`config.mk`:
```
export PLATFORM = sky130hd
export DESIGN_NAME = pueh_error_handler
export DESIGN_NICKNAME = d
export VERILOG_FILES = /design/src/hw/pueh_error_handler.v
export VERILOG_INCLUDE_DIRS = /design/src /design/src/hw
export SDC_FILE = /design/constraint.sdc
export NUM_CORES = 1
export LEC_CHECK = 0
export ABC_AREA = 1
export BUFFER_PORTS_ARGS = -buffer_cell sky130_fd_sc_hd__buf_2
export CAP_MARGIN = 20
export CORE_UTILIZATION = 35
export DETAILED_ROUTE_END_ITERATION = 16
export GPL_ROUTABILITY_DRIVEN = 0
export SETUP_SLACK_MARGIN = 0.4
export SLEW_MARGIN = 20
export SYNTH_ARGS = -nofsm -noshare
export SYNTH_HDL_FRONTEND = slang
export SYNTH_SLANG_ARGS = --single-unit
```
`constraint.sdc`:
```
create_clock -name clk_in -period 2.5 [get_ports clk_in]
set_input_delay 0.25 -clock clk_in [delete_from_list [all_inputs] [get_ports clk_in]]
set_output_delay 0.25 -clock clk_in [all_outputs]
set_load 0.02 [all_outputs]
```
`src/hw/pueh_consts.vh`:
```
`ifndef PUEH_CONSTS_VH
`define PUEH_CONSTS_VH

// Register word addresses (byte offsets, one word each)
`define PUEH_OFS_CTRL        8'h00
`define PUEH_OFS_SEC_STATUS  8'h04
`define PUEH_OFS_SEC_MASK    8'h08
`define PUEH_OFS_SEC_SEV     8'h0C
`define PUEH_OFS_PRI_STATUS  8'h10
`define PUEH_OFS_PRI_CFG     8'h14
`define PUEH_OFS_ERR_CAP     8'h18
`define PUEH_OFS_HDR_LOG     8'h1C
`define PUEH_OFS_BUS_STATUS  8'h20

// Control register field positions
`define PUEH_CTRL_SYSTEM_ERROR_ENABLE    0
`define PUEH_CTRL_FATAL_EN   1
`define PUEH_CTRL_NFATAL_EN  2
`define PUEH_CTRL_PERESP     3
`define PUEH_CTRL_MA_MODE    4
`define PUEH_CTRL_DISC_SERR  5
`define PUEH_CTRL_W          6

// Secondary uncorrectable error bits (status, mask, severity)
`define PUEH_SEC_PERR_RPT    0
`define PUEH_SEC_ADDR_PAR    1
`define PUEH_SEC_ATTR_PAR    2
`define PUEH_SEC_DATA_ERR    3
`define PUEH_SEC_DISC_TO     4
`define PUEH_SEC_W           5

// Primary uncorrectable config bits
`define PUEH_PRI_CTO_MASK    0
`define PUEH_PRI_CTO_SEV     1

// Bus and device status bits
`define PUEH_BUS_SIG_SERR    0
`define PUEH_BUS_RX_MA       1
`define PUEH_BUS_RX_TA       2
`define PUEH_BUS_SEC_DPE     3
`define PUEH_BUS_SEC_STA     4
`define PUEH_BUS_SEC_RTA     5
`define PUEH_BUS_FATAL_DET   6
`define PUEH_BUS_NFATAL_DET  7
`define PUEH_BUS_W           8

// Error capability register layout
`define PUEH_CAP_VALID_BIT   31
`define PUEH_PTR_W           3

// Reset values
`define PUEH_RST_CTRL        6'h00
`define PUEH_RST_SEC_MASK    5'h00
`define PUEH_RST_SEC_SEV     5'h00
`define PUEH_RST_PRI_CFG     2'h0
`define PUEH_ALL_ONES        32'hFFFF_FFFF

`endif

```
`src/hw/pueh_error_handler.v`:
```
// What this block does
// - PERR on clean read completion: continue, flag
// - Log header, pointer if unmasked and free
// - Send message by severity when unmasked, enabled
// - Message with system-error enable sets signalled flag
// - Set fatal or nonfatal detected per error
// - Poisoned completion PERR: same, but no message
// - Address parity: target abort, discard, status
// - Attribute parity: target abort, discard, status
// - Detected parity error set regardless of enable
// - Parity termination sets signalled target abort
// - UR with abort mode: target abort, flag
// - UR read, mode clear: all ones, normal
// - UR write, mode clear: normal end, discard
// - Every UR sets received master abort
// - Completer abort sets secondary received target abort
// - Completer abort: pass earlier data, then abort
// - Abort from completer abort sets primary flag
// - Completion timeout behaves like UR completion
// - Timeout sets status, message by severity
// - Discard timeout message if unmasked or forced
// - Write data error with enable: discard, PERR
`timescale 1ns/10ps
`include "pueh_consts.vh"

module pueh_error_handler (
  input  wire        clk_in,            // 200 MHz core clock
  input  wire        rst_b_in,          // Async reset, active low
  // Register port
  input  wire [7:0]  reg_addr_in,       // Byte address
  input  wire [31:0] reg_wdata_in,      // Write data
  input  wire        reg_wr_in,         // Write strobe
  input  wire        reg_rd_in,         // Read strobe
  output reg  [31:0] reg_rdata_out,     // Read data, cycle after strobe
  // Error events from the secondary side, one-cycle pulses
  input  wire        perr_rd_cpl_in,    // Master PERR during read cpl
  input  wire        cpl_poisoned_in,   // That completion was poisoned
  input  wire        addr_par_err_in,   // Address phase parity error
  input  wire        attr_par_err_in,   // Attribute phase parity error
  input  wire        wr_data_err_in,    // Non-posted write data error
  input  wire [31:0] err_hdr_in,        // Header of offending request
  // Completion events from the upstream link, one-cycle pulses
  input  wire        ur_cpl_in,         // Unsupported Request status
  input  wire        ca_cpl_in,         // Completer Abort status
  input  wire        cpl_timeout_in,    // Completion timeout
  input  wire        req_is_read_in,    // Owning request is a read
  input  wire        disc_timeout_in,   // Delayed discard timeout
  // Responses toward the PCI master, one-cycle pulses
  output reg         target_abort_out,  // Terminate with Target-Abort
  output reg         normal_term_out,   // Terminate normally (TRDY)
  output reg         all_ones_out,      // Return all-ones read data
  output reg  [31:0] rd_fill_out,       // Fill data for all-ones case
  output reg         discard_out,       // Drop the transaction
  output reg         forward_rest_out,  // Keep forwarding completion
  output reg         perr_drive_out,    // Assert PERR on the bus
  // Error message toward the upstream link
  output reg         msg_valid_out,     // Send one error message
  output reg         msg_fatal_out      // 1 fatal, 0 non-fatal
);

  // Write-one-to-clear update where a new event wins over the clear
  function [31:0] w1c;
    input [31:0] cur;
    input [31:0] clr;
    input [31:0] set;
    begin
      w1c = (cur & ~clr) | set;
    end
  endfunction

  // Lowest set bit index, for the first error pointer
  function [`PUEH_PTR_W-1:0] first_idx;
    input [`PUEH_SEC_W-1:0] v;
    integer i;
    begin
      first_idx = {`PUEH_PTR_W{1'b0}};
      for (i = `PUEH_SEC_W-1; i >= 0; i = i - 1) begin
        if (v[i]) begin
          first_idx = i[`PUEH_PTR_W-1:0];
        end
      end
    end
  endfunction

  // Software-visible registers
  reg [`PUEH_CTRL_W-1:0]   ctrl_r;       // Enables and modes
  reg [`PUEH_SEC_W-1:0]    sec_stat_r;   // Secondary error status
  reg [`PUEH_SEC_W-1:0]    sec_mask_r;   // Secondary error mask
  reg [`PUEH_SEC_W-1:0]    sec_sev_r;    // Secondary severity, 1 fatal
  reg                      cto_stat_r;   // Completion timeout status
  reg [1:0]                pri_cfg_r;    // Timeout mask and severity
  reg                      ptr_valid_r;  // First error pointer valid
  reg [`PUEH_PTR_W-1:0]    ptr_r;        // First error pointer
  reg [31:0]               hdr_r;        // Header log
  reg [`PUEH_BUS_W-1:0]    bus_stat_r;   // Bus and device status

  // Named control bits
  wire system_error_enable              = ctrl_r[`PUEH_CTRL_SYSTEM_ERROR_ENABLE];
  wire fatal_report_enable              = ctrl_r[`PUEH_CTRL_FATAL_EN];
  wire nonfatal_report_enable           = ctrl_r[`PUEH_CTRL_NFATAL_EN];
  wire secondary_parity_response_enable = ctrl_r[`PUEH_CTRL_PERESP];
  wire master_abort_mode                = ctrl_r[`PUEH_CTRL_MA_MODE];
  wire discard_timeout_serr_enable      = ctrl_r[`PUEH_CTRL_DISC_SERR];

  // Decoded register writes
  wire wr_ctrl = reg_wr_in && (reg_addr_in == `PUEH_OFS_CTRL);
  wire wr_sst  = reg_wr_in && (reg_addr_in == `PUEH_OFS_SEC_STATUS);
  wire wr_smsk = reg_wr_in && (reg_addr_in == `PUEH_OFS_SEC_MASK);
  wire wr_ssev = reg_wr_in && (reg_addr_in == `PUEH_OFS_SEC_SEV);
  wire wr_pst  = reg_wr_in && (reg_addr_in == `PUEH_OFS_PRI_STATUS);
  wire wr_pcfg = reg_wr_in && (reg_addr_in == `PUEH_OFS_PRI_CFG);
  wire wr_bst  = reg_wr_in && (reg_addr_in == `PUEH_OFS_BUS_STATUS);

  // Clear masks from software writes of ones
  wire [`PUEH_SEC_W-1:0] sec_clr =
    wr_sst ? reg_wdata_in[`PUEH_SEC_W-1:0] : {`PUEH_SEC_W{1'b0}};
  wire [`PUEH_BUS_W-1:0] bus_clr =
    wr_bst ? reg_wdata_in[`PUEH_BUS_W-1:0] : {`PUEH_BUS_W{1'b0}};
  wire cto_clr = wr_pst & reg_wdata_in[0];

  // Completion status handling; a timeout is treated as UR
  wire ur_like = ur_cpl_in | cpl_timeout_in;
  wire ur_ta   = ur_like & master_abort_mode;
  wire ur_norm = ur_like & ~master_abort_mode;

  // Parity errors that end in Target-Abort only when enabled
  wire addr_ta = addr_par_err_in & secondary_parity_response_enable;
  wire attr_ta = attr_par_err_in & secondary_parity_response_enable;

  // Secondary error events this cycle
  reg  [`PUEH_SEC_W-1:0] sec_ev;
  always @* begin
    sec_ev = {`PUEH_SEC_W{1'b0}};
    sec_ev[`PUEH_SEC_PERR_RPT] = perr_rd_cpl_in;
    sec_ev[`PUEH_SEC_ADDR_PAR] = addr_ta;
    sec_ev[`PUEH_SEC_ATTR_PAR] = attr_ta;
    sec_ev[`PUEH_SEC_DATA_ERR] = wr_data_err_in;
    sec_ev[`PUEH_SEC_DISC_TO]  = disc_timeout_in;
  end

  // Unmasked events; discard timeout may be forced past its mask
  reg  [`PUEH_SEC_W-1:0] sec_unm;
  always @* begin
    sec_unm = sec_ev & ~sec_mask_r;
    sec_unm[`PUEH_SEC_DISC_TO] = disc_timeout_in &
      (~sec_mask_r[`PUEH_SEC_DISC_TO] | discard_timeout_serr_enable);
  end

  // Reporting allowed for a given severity
  wire rpt_fatal  = system_error_enable | fatal_report_enable;
  wire rpt_nfatal = system_error_enable | nonfatal_report_enable;

  // Which unmasked events may raise a message
  reg  [`PUEH_SEC_W-1:0] sec_msg;
  always @* begin
    sec_msg = sec_unm;
    // Poisoned completion: no message for the reported PERR
    if (cpl_poisoned_in) begin
      sec_msg[`PUEH_SEC_PERR_RPT] = 1'b0;
    end
  end

  // Message requests split by severity
  wire sec_fat = |(sec_msg & sec_sev_r) & rpt_fatal;
  wire sec_nft = |(sec_msg & ~sec_sev_r) & rpt_nfatal;
  wire cto_unm = cpl_timeout_in & ~pri_cfg_r[`PUEH_PRI_CTO_MASK];
  wire cto_fat = cto_unm & pri_cfg_r[`PUEH_PRI_CTO_SEV] & rpt_fatal;
  wire cto_nft = cto_unm & ~pri_cfg_r[`PUEH_PRI_CTO_SEV] & rpt_nfatal;
  wire msg_fat = sec_fat | cto_fat;
  wire msg_nft = sec_nft | cto_nft;
  wire msg_any = msg_fat | msg_nft;

  // Handled errors for detected bits; discard timeout excluded
  wire [`PUEH_SEC_W-1:0] handled =
    sec_ev & ~({{(`PUEH_SEC_W-1){1'b0}}, 1'b1} << `PUEH_SEC_DISC_TO);
  wire det_fat = |(handled & sec_sev_r);
  wire det_nft = |(handled & ~sec_sev_r);

  // Header capture candidates; discard timeout never logs
  wire [`PUEH_SEC_W-1:0] log_cand = sec_unm & handled;
  wire                   log_now  = (|log_cand) & ~ptr_valid_r;

  // Pointer released when software clears the bit it names
  wire ptr_rel = ptr_valid_r & sec_clr[ptr_r];

  // Bus and device status set terms
  reg  [`PUEH_BUS_W-1:0] bus_set;
  always @* begin
    bus_set = {`PUEH_BUS_W{1'b0}};
    bus_set[`PUEH_BUS_SIG_SERR] = msg_any & system_error_enable;
    bus_set[`PUEH_BUS_RX_MA]    = ur_like;
    bus_set[`PUEH_BUS_RX_TA]    = ca_cpl_in;
    bus_set[`PUEH_BUS_SEC_DPE]  = addr_par_err_in | attr_par_err_in
                                  | wr_data_err_in;
    bus_set[`PUEH_BUS_SEC_STA]  = addr_ta | attr_ta | ur_ta;
    bus_set[`PUEH_BUS_SEC_RTA]  = ca_cpl_in;
    bus_set[`PUEH_BUS_FATAL_DET]  = det_fat;
    bus_set[`PUEH_BUS_NFATAL_DET] = det_nft;
  end

  // Control and configuration registers
  always @(posedge clk_in or negedge rst_b_in) begin
    if (!rst_b_in) begin
      ctrl_r     <= `PUEH_RST_CTRL;
      sec_mask_r <= `PUEH_RST_SEC_MASK;
      sec_sev_r  <= `PUEH_RST_SEC_SEV;
      pri_cfg_r  <= `PUEH_RST_PRI_CFG;
    end else begin
      // Plain read-write fields
      if (wr_ctrl) begin
        ctrl_r <= reg_wdata_in[`PUEH_CTRL_W-1:0];
      end
      if (wr_smsk) begin
        sec_mask_r <= reg_wdata_in[`PUEH_SEC_W-1:0];
      end
      if (wr_ssev) begin
        sec_sev_r <= reg_wdata_in[`PUEH_SEC_W-1:0];
      end
      if (wr_pcfg) begin
        pri_cfg_r <= reg_wdata_in[1:0];
      end
    end
  end

  // Full-width status updates, cut back to the register widths below
  wire [31:0] sec_stat_w = w1c({27'h000_0000, sec_stat_r},
                               {27'h000_0000, sec_clr},
                               {27'h000_0000, sec_ev});
  wire [31:0] bus_stat_w = w1c({24'h00_0000, bus_stat_r},
                               {24'h00_0000, bus_clr},
                               {24'h00_0000, bus_set});

  // Sticky status; an event in the clear cycle survives
  always @(posedge clk_in or negedge rst_b_in) begin
    if (!rst_b_in) begin
      sec_stat_r <= {`PUEH_SEC_W{1'b0}};
      bus_stat_r <= {`PUEH_BUS_W{1'b0}};
      cto_stat_r <= 1'b0;
    end else begin
      sec_stat_r <= sec_stat_w[`PUEH_SEC_W-1:0];
      bus_stat_r <= bus_stat_w[`PUEH_BUS_W-1:0];
      cto_stat_r <= (cto_stat_r & ~cto_clr) | cpl_timeout_in;
    end
  end

  // First error pointer and header log
  always @(posedge clk_in or negedge rst_b_in) begin
    if (!rst_b_in) begin
      ptr_valid_r <= 1'b0;
      ptr_r       <= {`PUEH_PTR_W{1'b0}};
      hdr_r       <= 32'h0000_0000;
    end else if (log_now) begin
      // Only the first unmasked error is captured
      ptr_valid_r <= 1'b1;
      ptr_r       <= first_idx(log_cand);
      hdr_r       <= err_hdr_in;
    end else if (ptr_rel) begin
      // Header stays for inspection; only validity drops
      ptr_valid_r <= 1'b0;
    end
  end

  // Responses to the PCI master and the upstream link
  always @(posedge clk_in or negedge rst_b_in) begin
    if (!rst_b_in) begin
      target_abort_out <= 1'b0;
      normal_term_out  <= 1'b0;
      all_ones_out     <= 1'b0;
      rd_fill_out      <= 32'h0000_0000;
      discard_out      <= 1'b0;
      forward_rest_out <= 1'b0;
      perr_drive_out   <= 1'b0;
      msg_valid_out    <= 1'b0;
      msg_fatal_out    <= 1'b0;
    end else begin
      // Completer abort arrives after earlier data went out
      target_abort_out <= addr_ta | attr_ta | ur_ta
                          | ca_cpl_in;
      normal_term_out  <= ur_norm;
      all_ones_out     <= ur_norm & req_is_read_in;
      rd_fill_out      <= (ur_norm & req_is_read_in) ?
                          `PUEH_ALL_ONES : 32'h0000_0000;
      discard_out      <= addr_ta | attr_ta
                          | (ur_norm & ~req_is_read_in)
                          | (wr_data_err_in
                             & secondary_parity_response_enable);
      forward_rest_out <= perr_rd_cpl_in;
      perr_drive_out   <= wr_data_err_in
                          & secondary_parity_response_enable;
      // One message per cycle; fatal wins over non-fatal
      msg_valid_out    <= msg_any;
      msg_fatal_out    <= msg_fat;
    end
  end

  // Read mux; unmapped addresses read zero
  reg [31:0] rd_mux;
  always @* begin
    rd_mux = 32'h0000_0000;
    case (reg_addr_in)
      `PUEH_OFS_CTRL:       rd_mux[`PUEH_CTRL_W-1:0] = ctrl_r;
      `PUEH_OFS_SEC_STATUS: rd_mux[`PUEH_SEC_W-1:0]  = sec_stat_r;
      `PUEH_OFS_SEC_MASK:   rd_mux[`PUEH_SEC_W-1:0]  = sec_mask_r;
      `PUEH_OFS_SEC_SEV:    rd_mux[`PUEH_SEC_W-1:0]  = sec_sev_r;
      `PUEH_OFS_PRI_STATUS: rd_mux[0]                = cto_stat_r;
      `PUEH_OFS_PRI_CFG:    rd_mux[1:0]              = pri_cfg_r;
      `PUEH_OFS_ERR_CAP: begin
        rd_mux[`PUEH_PTR_W-1:0]       = ptr_r;
        rd_mux[`PUEH_CAP_VALID_BIT]   = ptr_valid_r;
      end
      `PUEH_OFS_HDR_LOG:    rd_mux = hdr_r;
      `PUEH_OFS_BUS_STATUS: rd_mux[`PUEH_BUS_W-1:0]  = bus_stat_r;
      default:              rd_mux = 32'h0000_0000;
    endcase
  end

  // Read data stands only in the cycle after the strobe
  always @(posedge clk_in or negedge rst_b_in) begin
    if (!rst_b_in) begin
      reg_rdata_out <= 32'h0000_0000;
    end else if (reg_rd_in) begin
      reg_rdata_out <= rd_mux;
    end else begin
      reg_rdata_out <= 32'h0000_0000;
    end
  end

endmodule // pueh_error_handler
```
[After elaboration in Yosys (flattened, before gate mapping)]
Cells that the tools add are included.
Storage, ports and cells
  flip-flop bits (word level): 140
  latch bits: 0
  RAM bits: 0
  bits in read-only memories: 0
  input port bits: 86
  memories: 0
Operators by class
  add/sub/neg operators: 0
  $mul: 0
  div/mod/pow operators: 0
  order comparisons: 1
  eq/ne operators: 8
  shifts and indexed selects: 0
  mux-type cells: 22
  bitwise gates (word level): 56
  reductions and logical operators: 14
Operator list (number)
  32-bit two-way mux: 2
  8-bit by 5-bit equality test with 1-bit output, second input constant: 4
  5-bit OR reduction: 5
  23-bit two-way mux: 1
  1-bit bitwise AND: 20
  8-bit by 4-bit equality test with 1-bit output, second input constant: 2
  5-bit bitwise AND: 3
  3-bit two-way mux: 5
  1-bit bitwise OR: 15
  2-bit one-hot mux with 6 select lines: 1
  4-bit by 5-bit bitwise AND with 5-bit output: 2
  5-bit NOT: 2
  1-bit one-hot mux with 9 select lines: 1
  8-bit bitwise AND: 1
  8-bit by 3-bit equality test with 1-bit output, second input constant: 1
  8-bit by 6-bit equality test with 1-bit output, second input constant: 1
  8-bit zero test: 1
  8-bit two-way mux: 1
  8-bit NOT: 1
  8-bit bitwise OR: 1
  1-bit one-hot mux with 8 select lines: 1
  1-bit logical AND: 7
  1-bit NOT: 7
  1-bit one-hot mux with 7 select lines: 1
  12 further kinds: 15

[Logic depth before layout (Yosys ltp)]
Gate-level depths: netlist of run 1.
  word-level depth: 10
  gate-level depth with buffers: 9
  depth with buffers taken out: 9

[Worst setup path after synthesis of run 1]
No wires, ideal clock.
  kind: reg-to-output
  start point: register rd_fill_out[30] (netlist name)
  end point: output port rd_fill_out[0]
  arrival time: 1.159 ns
  required time: 2.250 ns
  setup slack: 1.091 ns
  stages on the path, launching flop included: 2
  path through: dfrtp_1 > buf_4
RTL lines
  to (decl): RTL line pueh_error_handler.v:52  | output reg [31:0] rd_fill_out,

[Worst setup path in the final report of run 1]
  start point: register ctrl_r[3]
  end point: register hdr_r[3]
On the way
  cells in the longest elaborated chain, start to end: 5
RTL lines
  from (decl): RTL line pueh_error_handler.v:86  | reg [`PUEH_CTRL_W-1:0] ctrl_r;
  from (signal assigned): RTL line pueh_error_handler.v:204  | ctrl_r <= `PUEH_RST_CTRL;
  from (signal assigned): RTL line pueh_error_handler.v:211  | ctrl_r <= reg_wdata_in[`PUEH_CTRL_W-1:0];
  1-bit bitwise AND (on tied branches): RTL line pueh_error_handler.v:127, pueh_error_handler.v:128
  4-bit bitwise AND: RTL line pueh_error_handler.v:144  | sec_unm = sec_ev & ~sec_mask_r;
  5-bit by 4-bit bitwise AND with 5-bit output (*): RTL line pueh_error_handler.v:180  | wire [`PUEH_SEC_W-1:0] log_cand = sec_unm & handled;
  5-bit OR reduction (*): RTL line pueh_error_handler.v:181  | wire log_now = (|log_cand) & ~ptr_valid_r;
  1-bit bitwise AND (*): RTL line pueh_error_handler.v:181
  to (signal assigned): RTL line pueh_error_handler.v:256  | hdr_r <= err_hdr_in;
  to (decl): RTL line pueh_error_handler.v:94  | reg [31:0] hdr_r;
Every way passes the cells marked *; elsewhere a longest branch is shown, timed or not.
A chain may end at the register's enable or synchronous reset.

==> summary.txt, run 1 <==
Run status: finished, final reports clean
Mux contribution to synthesized area: 0%
YS warnings: 0
Die Y: 118.6 µm
Peak supply drop: 0.0004048 V
I/O pins: 158
CTS max path bufs: 2
Post-synthesis cell type count: 29
Placed instance area: 5379 µm²
Commonest non-fill, non-tap cells in the layout: nand2_1, buf_2, dfrtp_1
Final ANT Viol Nets: 0
Sequential power share: 49.9%
Via-to-Cell Ratio: 4.630
Adder-cell share of the synthesized area: 0%
PwrDens: 776.2 nW/µm²
Hold endpoint: forward_rest_out$_DFF_PN0_
Crit path kind: flop to flop
CP max FO: 18
FF-to-FF Start: ctrl_r[3]$_DFFE_PN0P_
Largest net degree at the start of global routing: 56
Post-route cell area: 5674 µm²
Fin cells: 833
Total iterations of the first detailed-routing run: 5
Leak: 0.003068 µW
RSZ-0062 raised after global routing: no
Critical Path Source: ctrl_r[3]$_DFFE_PN0P_
CP max stage delay: 0.46 ns
Vias in the first global route: 3,725
Post-Synth Simple-Gate Area: 22.86%
#FFs+latches synth: 107
DP Cell Count: 815
Final min period: 1.739 ns
Tightest Hold Check Type: primary input to flop
Gr usage total: 17.44%
Critical Path AT: 1.98 ns
Clock root cell: clkbuf_16
Reg2reg end: hdr_r[3]$_DFFE_PN0P_
Max Transition Viols Final: 0
Power share of the combinational group: 19.1%
Tot Pwr: 4405 µW
Hold path depth: 1
H-tree depth: 3
Final wirelength: 11.51 mm
Source of the worst hold timing path: perr_rd_cpl_in
Num CTS Buffers: 9
Die W: 118.6 µm
Placed wire-length estimate: 8.540 mm
Die Area: 14,060 µm²
Area growth from synthesis to layout: 19.28%
CP endpoint kind: flop
Flop-to-flop setup slack: 0.76 ns
Clock-pin slew on the worst setup and hold paths: 0.08 ns
Sw power: 1382 µW
Switching share of power: 31.37%
# rows: 42
Final Hold Viols: 0
Sequential share of the synthesized area: 56.29%
Clock latency on the worst-skew pair: 0.36 ns
Commonest non-fill, non-tap cell in the layout: nand2_1
Grt ovf: 0
Tcrit/Tclk final: 69.57%
Global-route wire length before repair: 18.89 mm
Setup Skew: 0.009248 ns
Syn avg cell area: 8.761 µm²
MaxCap Viol Count: 0
CTS tree: done
Post-CTS Setup Repair Bufs: 0
Drt wl/cell: 13.82 µm
Slew headroom: 53.02%
Fin util: 42.85%
Initial antenna violation count: 1
Iteration-0 DRC Markers: 249
Starting Density: 35.92%
Critical path startpoint category: flop
Max frequency: 574.9 MHz
Crit-path slowest cell: dfrtp_1
Synth Instances: 543
Int Pwr: 3023 µW
Compound-Gate Fraction of Synth Area: 8.759%
Count of buffers from port buffering: 133
Xor/xnor cell area share of the yosys netlist: 0%
Worst slew pin tran: 0.7047 ns
Crit-path cells: nand2_2, nor2_2, o21ai_1, nand2_2, inv_1, nand2_1, nand2_1
Post-Syn Nets: 629
Clock power share: 30.9%
FF-to-FF path depth: 7
Post-synth design cell area: 4757 µm²
DRC: 0
Share of cells above drive strength 1: 26.83%
Setup_tns: 0 ns
Core footprint: 13,240 µm²
Final Setup Violations: 0
Cts repair resizes: 0
Detailed-route via count: 3,857
Fin nets: 737
Main combinational cell family by area after synthesis: simple AND/OR/NAND/NOR gates
Clock Sinks: 107
Req. time, crit path: 2.74 ns
-- power groups by stage --
stage	sequential, µW	combinational (µW)	clock, µW
finish	2200	843	1360
global route	2240	983	1470
CTS	2200	856	1400
detailed placement	2230	850	0
global placement	2220	812	0
floorplan	2200	630	0
-- routing by layer --
metal	track usage, %	wire (µm)	up-vias
li1	-	-	1886
met1	23.20	5182	1823
met2	27.12	5436	134
met3	4.151	693	14
met4	7.358	198	0
met5	0	0	-
-- synth_stat cells (all sizes together) --
cell type	instances	share of area (%)
a211oi	1	0.16
a21boi	1	0.16
a21o	2	0.32
a21oi	6	0.63
a221oi	2	0.37
buf	42	6.7
dfrtp	107	56
inv	69	5.4
nand2	157	13
nand3	34	3.8
nand3b	1	0.16
nand4	2	0.26
nor2	49	4.9
nor3	6	0.87
o21ai	60	6.4
o21bai	1	0.16
o221ai	1	0.32
o22ai	2	0.26
-- state kept, by name (all words and copies together), names as in the netlist --
name / flops
bus_stat_r: 8
cto_stat_r: 1
ctrl_r: 6
discard_out: 1
forward_rest_out: 1
hdr_r: 32
msg_fatal_out: 1
msg_valid_out: 1
normal_term_out: 1
perr_drive_out: 1
pri_cfg_r: 2
ptr_r: 2
ptr_valid_r: 1
rd_fill_out: 1
reg_rdata_out: 32
sec_mask_r: 5
sec_sev_r: 5
sec_stat_r: 5
target_abort_out: 1
-- cell families (layout without fill, tap and decap cells) --
logic type | Yosys count | in the layout
buf+inv | 111 | 224
other cells | 0 | 1
flops | 107 | 107
compound gates | 76 | 76
simple gates | 249 | 249
-- worst max-delay path, delay by kind of cell, from the launching register on --
kind | cells | cell delay, ns
buffers and inverters | 1 | 0.23
AND/OR/NAND/NOR | 5 | 0.81
AO/OA/AOI/OAI | 1 | 0.12
flip-flops | 1 | 0.46
-- per-stage QoR --
| step | setup slack, ns | hold slack (ns) |
|---|---|---|
| floorplan | 1.091 | -0.04559 |
| global placement | 0.8259 | 0.3431 |
| detailed placement | 0.7932 | 0.3410 |
| CTS | 0.7699 | 0.005657 |
| global route | 0.5927 | 0.006438 |
| finish | 0.7607 | 0.01675 |
-- worst max path at each step --
stage	to	slack, ns	cells past startpoint
4_1_cts	hdr_r[25]$_DFFE_PN0P_	0.77	7
3_3_place_gp	hdr_r[11]$_DFFE_PN0P_	0.83	8
2_1_floorplan	rd_fill_out[0]	1.09	1
6_report	hdr_r[3]$_DFFE_PN0P_	0.76	7
3_5_place_dp	hdr_r[17]$_DFFE_PN0P_	0.79	7
5_1_grt	hdr_r[3]$_DFFE_PN0P_	0.59	7
-- layout make-up --
type	instances	area (µm²)
Antenna cell	1	2.502
Clock buffer	9	225.2
Clock inverter	7	57.56
Fill cell	1318	7569
Inverter	69	259.0
Multi-Input combinational cell	325	1504
Sequential cell	107	2678
Tap cell	176	220.2
Timing Repair Buffer	139	728.2
-- what timing repair did --
item / CTS / global route
setup endpoints to repair: 0 / 0
hold endpoints to repair: 51 / 0
hold buffers: 1 / 0
Note: power is estimated with default switching activity, not from simulation.
==> inputs of run 2 (changes only) <==
==> constraint.sdc (replaced) <==
create_clock -name clk_in -period 1.6 [get_ports clk_in]
set_input_delay 0.16 -clock clk_in [delete_from_list [all_inputs] [get_ports clk_in]]
set_output_delay 0.16 -clock clk_in [all_outputs]
set_load 0.02 [all_outputs]
==> summary.txt, run 2 (synthesized netlist as in run 1, its figures left out) <==
Post-route cell area: 6359 µm² (+12%)
Peak supply drop: 0.0004592 V (+13%)
Critical Path Source: rd_fill_out[30]$_DFF_PN0_
Placed wire-length estimate: 8.642 mm (+1.2%)
Register area: 2681 µm² (+0.14%)
Clock root cell: clkbuf_16
Hold Worst Slack: 0.01287 ns (-0.003879 ns)
Detailed-route via count: 4,081 (+5.8%)
Leak: 0.003324 µW (+8.3%)
Crit-path cells: clkbuf_16, buf_4
Initial antenna violation count: 0 (-1)
H-tree depth: 3 (unchanged)
Commonest non-fill, non-tap cells in the layout: nand2_1, dfrtp_1, buf_2
Hold path depth: 3 (+2)
Core footprint: 13,240 µm² (unchanged)
Clock latency on the worst-skew pair: 0.36 ns (about the same)
Ant diodes: 0 (-1)
Starting Density: 35.92% (unchanged)
Placed instance area: 5465 µm² (+1.6%)
Final Setup Violations: 0 (unchanged)
Tightest Hold Check Type: primary input to flop
Final-layout fill cell count: 1,293 (-1.9%)
Final Hold Viols: 0 (unchanged)
Crit-path slowest cell: dfrtp_4
CP max stage delay: 0.54 ns (+0.08 ns)
Area growth from synthesis to layout: 33.67%
FF-to-FF path depth: 8 (+1)
Req. time, crit path: 1.44 ns (-1.30 ns)
Fin nets: 762 (+3.4%)
DRC: 0 (unchanged)
Gr usage total: 18.17% (+0.73 points)
CP endpoint kind: primary output
Setup_tns: 0 ns (unchanged)
MaxCap Viol Count: 0 (unchanged)
CTS tree: done
Clock-pin slew on the worst setup and hold paths: 0.07 ns (about the same)
Area of the multi-input gates: 1637 µm² (+8.8%)
I/O pins: 158 (unchanged)
Max frequency: 713.5 MHz
Max Transition Viols Final: 0 (unchanged)
Die W: 118.6 µm (unchanged)
Die Area: 14,060 µm² (unchanged)
Final min period: 1.402 ns
PwrDens: 1168 nW/µm² (+51%)
Vias in the first global route: 3,990 (+7.1%)
Final ANT Viol Nets: 0 (unchanged)
Fin util: 48.02% (+5.2 points)
Total iterations of the first detailed-routing run: 5 (unchanged)
Drt wl/cell: 14.59 µm (+5.6%)
Setup Skew: 0.01070 ns (+0.001450 ns)
Die Y: 118.6 µm (unchanged)
Num CTS Buffers: 9 (unchanged)
Grt ovf: 0 (unchanged)
Critical path startpoint category: flop
Final wirelength: 12.51 mm (+8.6%)
Tcrit/Tclk final: 87.60%
Count of buffers from port buffering: 133 (unchanged)
Worst slew pin tran: 0.5705 ns (-0.1343 ns)
Share of cells above drive strength 1: 32.45% (+5.6 points)
Via-to-Cell Ratio: 4.762 (+2.8%)
RSZ-0062 raised after global routing: yes
Critical Path AT: 1.24 ns (-0.74 ns)
Clock Sinks: 107 (unchanged)
Commonest non-fill, non-tap cell in the layout: nand2_1
# rows: 42 (unchanged)
Source of the worst hold timing path: err_hdr_in[4]
Iteration-0 DRC Markers: 235 (-5.6%)
Largest regs: hdr_r x32, reg_rdata_out x32, bus_stat_r x8
Slew headroom: 61.97% (+9.0 points)
Global-route wire length before repair: 19.68 mm (+4.2%)
Run status: finished, final reports clean
Largest net degree at the start of global routing: 108 (+93%)
FF-to-FF Start: ctrl_r[3]$_DFFE_PN0P_
Crit path kind: flop to primary output
CP max FO: 8 (-10)
CTS max path bufs: 2 (unchanged)
==> run 2: cell types whose count changed in the layout (fill, tap and decap cells not counted), moves of 3 or more <==
cell     change
nand2_1      -3
o21ai_1      +6
o21ai_0      -8
buf_4       +10
nand3_2      +4
buf_6       +36
inv_1        -3
buf_8        +7
buf_2       -33
nand3_1      -4
==> run 2: layout make-up <==
class	instances	share of cell area [%]
sequential	107	42.17
multi-input combinational	325	25.74
timing repair buffer	164	19.68
inverter	69	4.152
clock buffer	9	3.542
tap	176	3.463
clock inverter	7	1.259
==> run 2: worst paths after layout <==
path,slack [ns],end
worst max register to register,0.22,ptr_r[0]$_DFFE_PN0P_
worst min-delay path,0.01,hdr_r[4]$_DFFE_PN0P_
min in group asynchronous,0.43,hdr_r[22]$_DFFE_PN0P_
max in group asynchronous,0.70,rd_fill_out[30]$_DFF_PN0_
worst min register to register,0.48,sec_stat_r[1]$_DFF_PN0_
worst max-delay path,0.20,rd_fill_out[20]
==> run 2: power by group <==
group,internal [µW],switching (µW)
Sequential,3210,238
Combinational,709,985
Clock,1240,1050
==> run 2: through the flow <==
| stage | setup slack (ns) | total power, µW | instances |
|---|---|---|---|
| 2_1_floorplan | 0.3801 | 4425 | 543 |
| 3_3_place_gp | 0.1235 | 4773 | 822 |
| 3_5_place_dp | 0.09542 | 4837 | 822 |
| 4_1_cts | 0.1828 | 7395 | 853 |
| 5_1_grt | 0.1596 | 7861 | 857 |
| 6_report | 0.1985 | 7430 | 857 |
==> run 2: per-layer routing <==
layer | part of all wire (%) | wire, µm | global-route usage [%]
met5 | 0 | 0 | 0
met2 | 49 | 6075 | 29.97
met1 | 44 | 5531 | 23.34
met4 | 2.3 | 282 | 7.674
met3 | 4.9 | 615 | 3.378
==> run 2: what timing repair did <==
action | 4_1_cts | 5_1_grt
gates resized for setup | 63 | 59
cloned | 2 | 1
hold endpoints to repair | 108 | 0
hold buffers | 2 | 0
pin swaps | 9 | 15
endpoints found under the setup margin | 73 | 85
buffers inserted | 11 | 3
==> run 2: worst max-delay path: cells and delay by family, from the launching register on <==
kind                   cells  cell delay [ns]
DFF                        1             0.54
buffers and inverters      2             0.36
==> inputs of run 3 (changes only) <==
==> constraint.sdc (replaced) <==
create_clock -name clk_in -period 1.53 [get_ports clk_in]
set_input_delay 0.0765 -clock clk_in [delete_from_list [all_inputs] [get_ports clk_in]]
set_output_delay 0.0765 -clock clk_in [all_outputs]
set_load 0.02 [all_outputs]
==> summary.txt, run 3 (synthesized netlist as in run 1, its figures left out) <==
RSZ-0062 raised after global routing: yes
Setup Skew: 0.007311 ns (-0.003388 ns)
Final wirelength: 12.52 mm (+0.12%)
Final Setup Violations: 0 (unchanged)
Run status: finished, final reports clean
Crit-path cells: nand2_4, nor2_4, o21ai_4, nand2_4, buf_12, nand2_1, o21ai_0
CTS max path bufs: 2 (unchanged)
Count of buffers from port buffering: 133 (unchanged)
Core footprint: 13,240 µm² (unchanged)
Vias in the first global route: 3,952 (-0.95%)
Grt ovf: 0 (unchanged)
Switching share of power: 30.95% (+0.31 points)
Drt wl/cell: 13.99 µm (-4.1%)
Met3 WL: 582 µm (-5.4%)
Leak: 0.003502 µW (+5.4%)
Worst slew pin tran: 0.4427 ns (-0.1277 ns)
Clock root cell: clkbuf_16
Final ANT Viol Nets: 0 (unchanged)
CTS tree: done
Int Pwr: 5253 µW (+1.9%)
I/O pins: 158 (unchanged)
Global-route wire length before repair: 19.50 mm (-0.91%)
DRT met1 WL: 5.692 mm (+2.9%)
Commonest non-fill, non-tap cells in the layout: nand2_1, dfrtp_1, buf_2
Met2 WL: 6.092 mm (+0.28%)
Share of cells above drive strength 1: 30.18% (-2.3 points)
Largest regs: hdr_r x32, reg_rdata_out x32, bus_stat_r x8
PwrDens: 1127 nW/µm² (-3.5%)
H-tree depth: 3 (unchanged)
Post-route cell area: 6749 µm² (+6.1%)
Crit path kind: flop to flop
Initial antenna violation count: 0 (unchanged)
Clock Sinks: 107 (unchanged)
# rows: 42 (unchanged)
Starting Density: 35.92% (unchanged)
Peak supply drop: 0.0005285 V (+15%)
Setup_tns: 0 ns (unchanged)
Sequential power share: 47.3% (+0.9 points)
Critical Path AT: 1.60 ns (+0.36 ns)
Gr usage total: 17.81% (-0.36 points)
Crit path top cell by count: nand2_4
Die Y: 118.6 µm (unchanged)
Tightest Hold Check Type: primary input to flop
MaxCap Viol Count: 0 (unchanged)
Setup ws final: 0.1505 ns (-0.04795 ns)
Via-to-Cell Ratio: 4.562 (-4.2%)
Req. time, crit path: 1.75 ns (+0.31 ns)
Area growth from synthesis to layout: 41.87%
Final min period: 1.379 ns
Final Hold Viols: 0 (unchanged)
Die W: 118.6 µm (unchanged)
Crit-path slowest cell: dfrtp_2
Die Area: 14,060 µm² (unchanged)
Fin nets: 800 (+5.0%)
Num CTS Buffers: 9 (unchanged)
Placed wire-length estimate: 8.520 mm (-1.4%)
CP max stage delay: 0.46 ns (-0.08 ns)
Sw power: 2354 µW (+3.4%)
CP max FO: 24 (+16)
Detailed-route via count: 4,083 (+0.049%)
DRC: 0 (unchanged)
Max frequency: 724.9 MHz
Tcrit/Tclk final: 90.16%
Commonest non-fill, non-tap cell in the layout: nand2_1
Clock power share: 28.8% (-2.0 points)
Clock latency on the worst-skew pair: 0.35 ns (about the same)
Uppermost layer routed: met4
Max Transition Viols Final: 0 (unchanged)
Total iterations of the first detailed-routing run: 4 (-1)
Buf+Inv Stages, Crit Path: 1 (-1)
Largest net degree at the start of global routing: 42 (-61%)
Worst Setup Slack post-DPL: 0.09000 ns (-0.005418 ns)
Power share of the combinational group: 23.8% (+1.0 points)
Placed instance area: 5448 µm² (-0.32%)
Clock-pin slew on the worst setup and hold paths: 0.07 ns (about the same)
Final-layout fill cell count: 1,247 (-3.6%)
Ant diodes: 0 (unchanged)
CP endpoint kind: flop
Slew headroom: 70.41% (+8.4 points)
Iteration-0 DRC Markers: 167 (-29%)
Critical path startpoint category: flop
Cell family with most CP delay: flip-flops
[run 3: changes by cell type in the layout (fill, tap and decap cells not counted), moves of 2 or more]
cell           change
dlygate4sd3_1     +38
nand2_2            -4
nand3_1            +3
buf_8             +11
buf_4              +3
nand3_2            -3
buf_6             -16
nand2_4            +3
nand2_1            +2
[run 3: power by group through the flow]
| stage | logic (µW) | clock network, µW | registers, µW |
|---|---|---|---|
| after floorplan | 1050 | 0 | 3590 |
| after global placement | 1370 | 0 | 3620 |
| after detailed placement | 1420 | 0 | 3650 |
| after CTS | 1690 | 2240 | 3590 |
| after global routing | 2030 | 2350 | 3660 |
| final | 1810 | 2190 | 3600 |
[run 3: worst reg2reg max path, cell delays in order (launching register included)]
cell and delay, ns:
dfrtp_2 0.46, nand2_4 0.11, nor2_4 0.06, o21ai_4 0.18, nand2_4 0.11, buf_12 0.17
nand2_1 0.07, o21ai_0 0.09
[run 3: metrics by stage]
| step | cells | util, % | hold WS (ns) | total power (µW) |
|---|---|---|---|---|
| 2_1_floorplan | 543 | - | -0.2191 | 4637 |
| 3_3_place_gp | 819 | 41.14 | 0.04884 | 4991 |
| 3_5_place_dp | 819 | 41.14 | 0.05396 | 5064 |
| 4_1_cts | 889 | 48.31 | 0.003534 | 7528 |
| 5_1_grt | 895 | 50.96 | 0.03730 | 8043 |
| 6_report | 895 | 50.96 | 0.01158 | 7607 |
[run 3: final timing paths]
kind	startpoint	to	slack, ns	depth (start not counted)
max in group asynchronous	rst_b_in	reg_rdata_out[16]$_DFF_PN0_	0.76	3
worst min-delay path	reg_wdata_in[6]	bus_stat_r[6]$_DFF_PN0_	0.01	4
worst min register to register	sec_stat_r[3]$_DFF_PN0_	sec_stat_r[3]$_DFF_PN0_	0.48	2
worst max-delay path	ctrl_r[3]$_DFFE_PN0P_	hdr_r[15]$_DFFE_PN0P_	0.15	7
worst max register to register	ctrl_r[3]$_DFFE_PN0P_	hdr_r[15]$_DFFE_PN0P_	0.15	7
min in group asynchronous	rst_b_in	sec_sev_r[2]$_DFFE_PN0P_	0.22	2
[run 3: layer usage]
| layer | GRT usage, % | vias up |
|---|---|---|
| li1 | - | 2009 |
| met4 | 5.459 | 0 |
| met2 | 29.53 | 124 |
| met3 | 2.992 | 11 |
| met1 | 23.76 | 1939 |
| met5 | 0 | - |
[run 3: cell type report]
type                    instances  area [µm²]  share of cell area (%)
clock buffers                  10       229.0                   3.393
multi-input cells             325        1615                   23.93
flip-flops and latches        107        2683                   39.75
well taps                     176       220.2                   3.263
inverters                      69       261.5                   3.875
repair buffers                202        1692                   25.06
clock inverters                 6       48.80                  0.7230
[run 3: what timing repair did]
action,in CTS,in global routing
gates cloned,2,2
pin swaps,10,10
hold buffers,40,0
buffers inserted,12,4
resized for setup,45,75
endpoints found under the setup margin,75,81
hold endpoints to repair,67,0
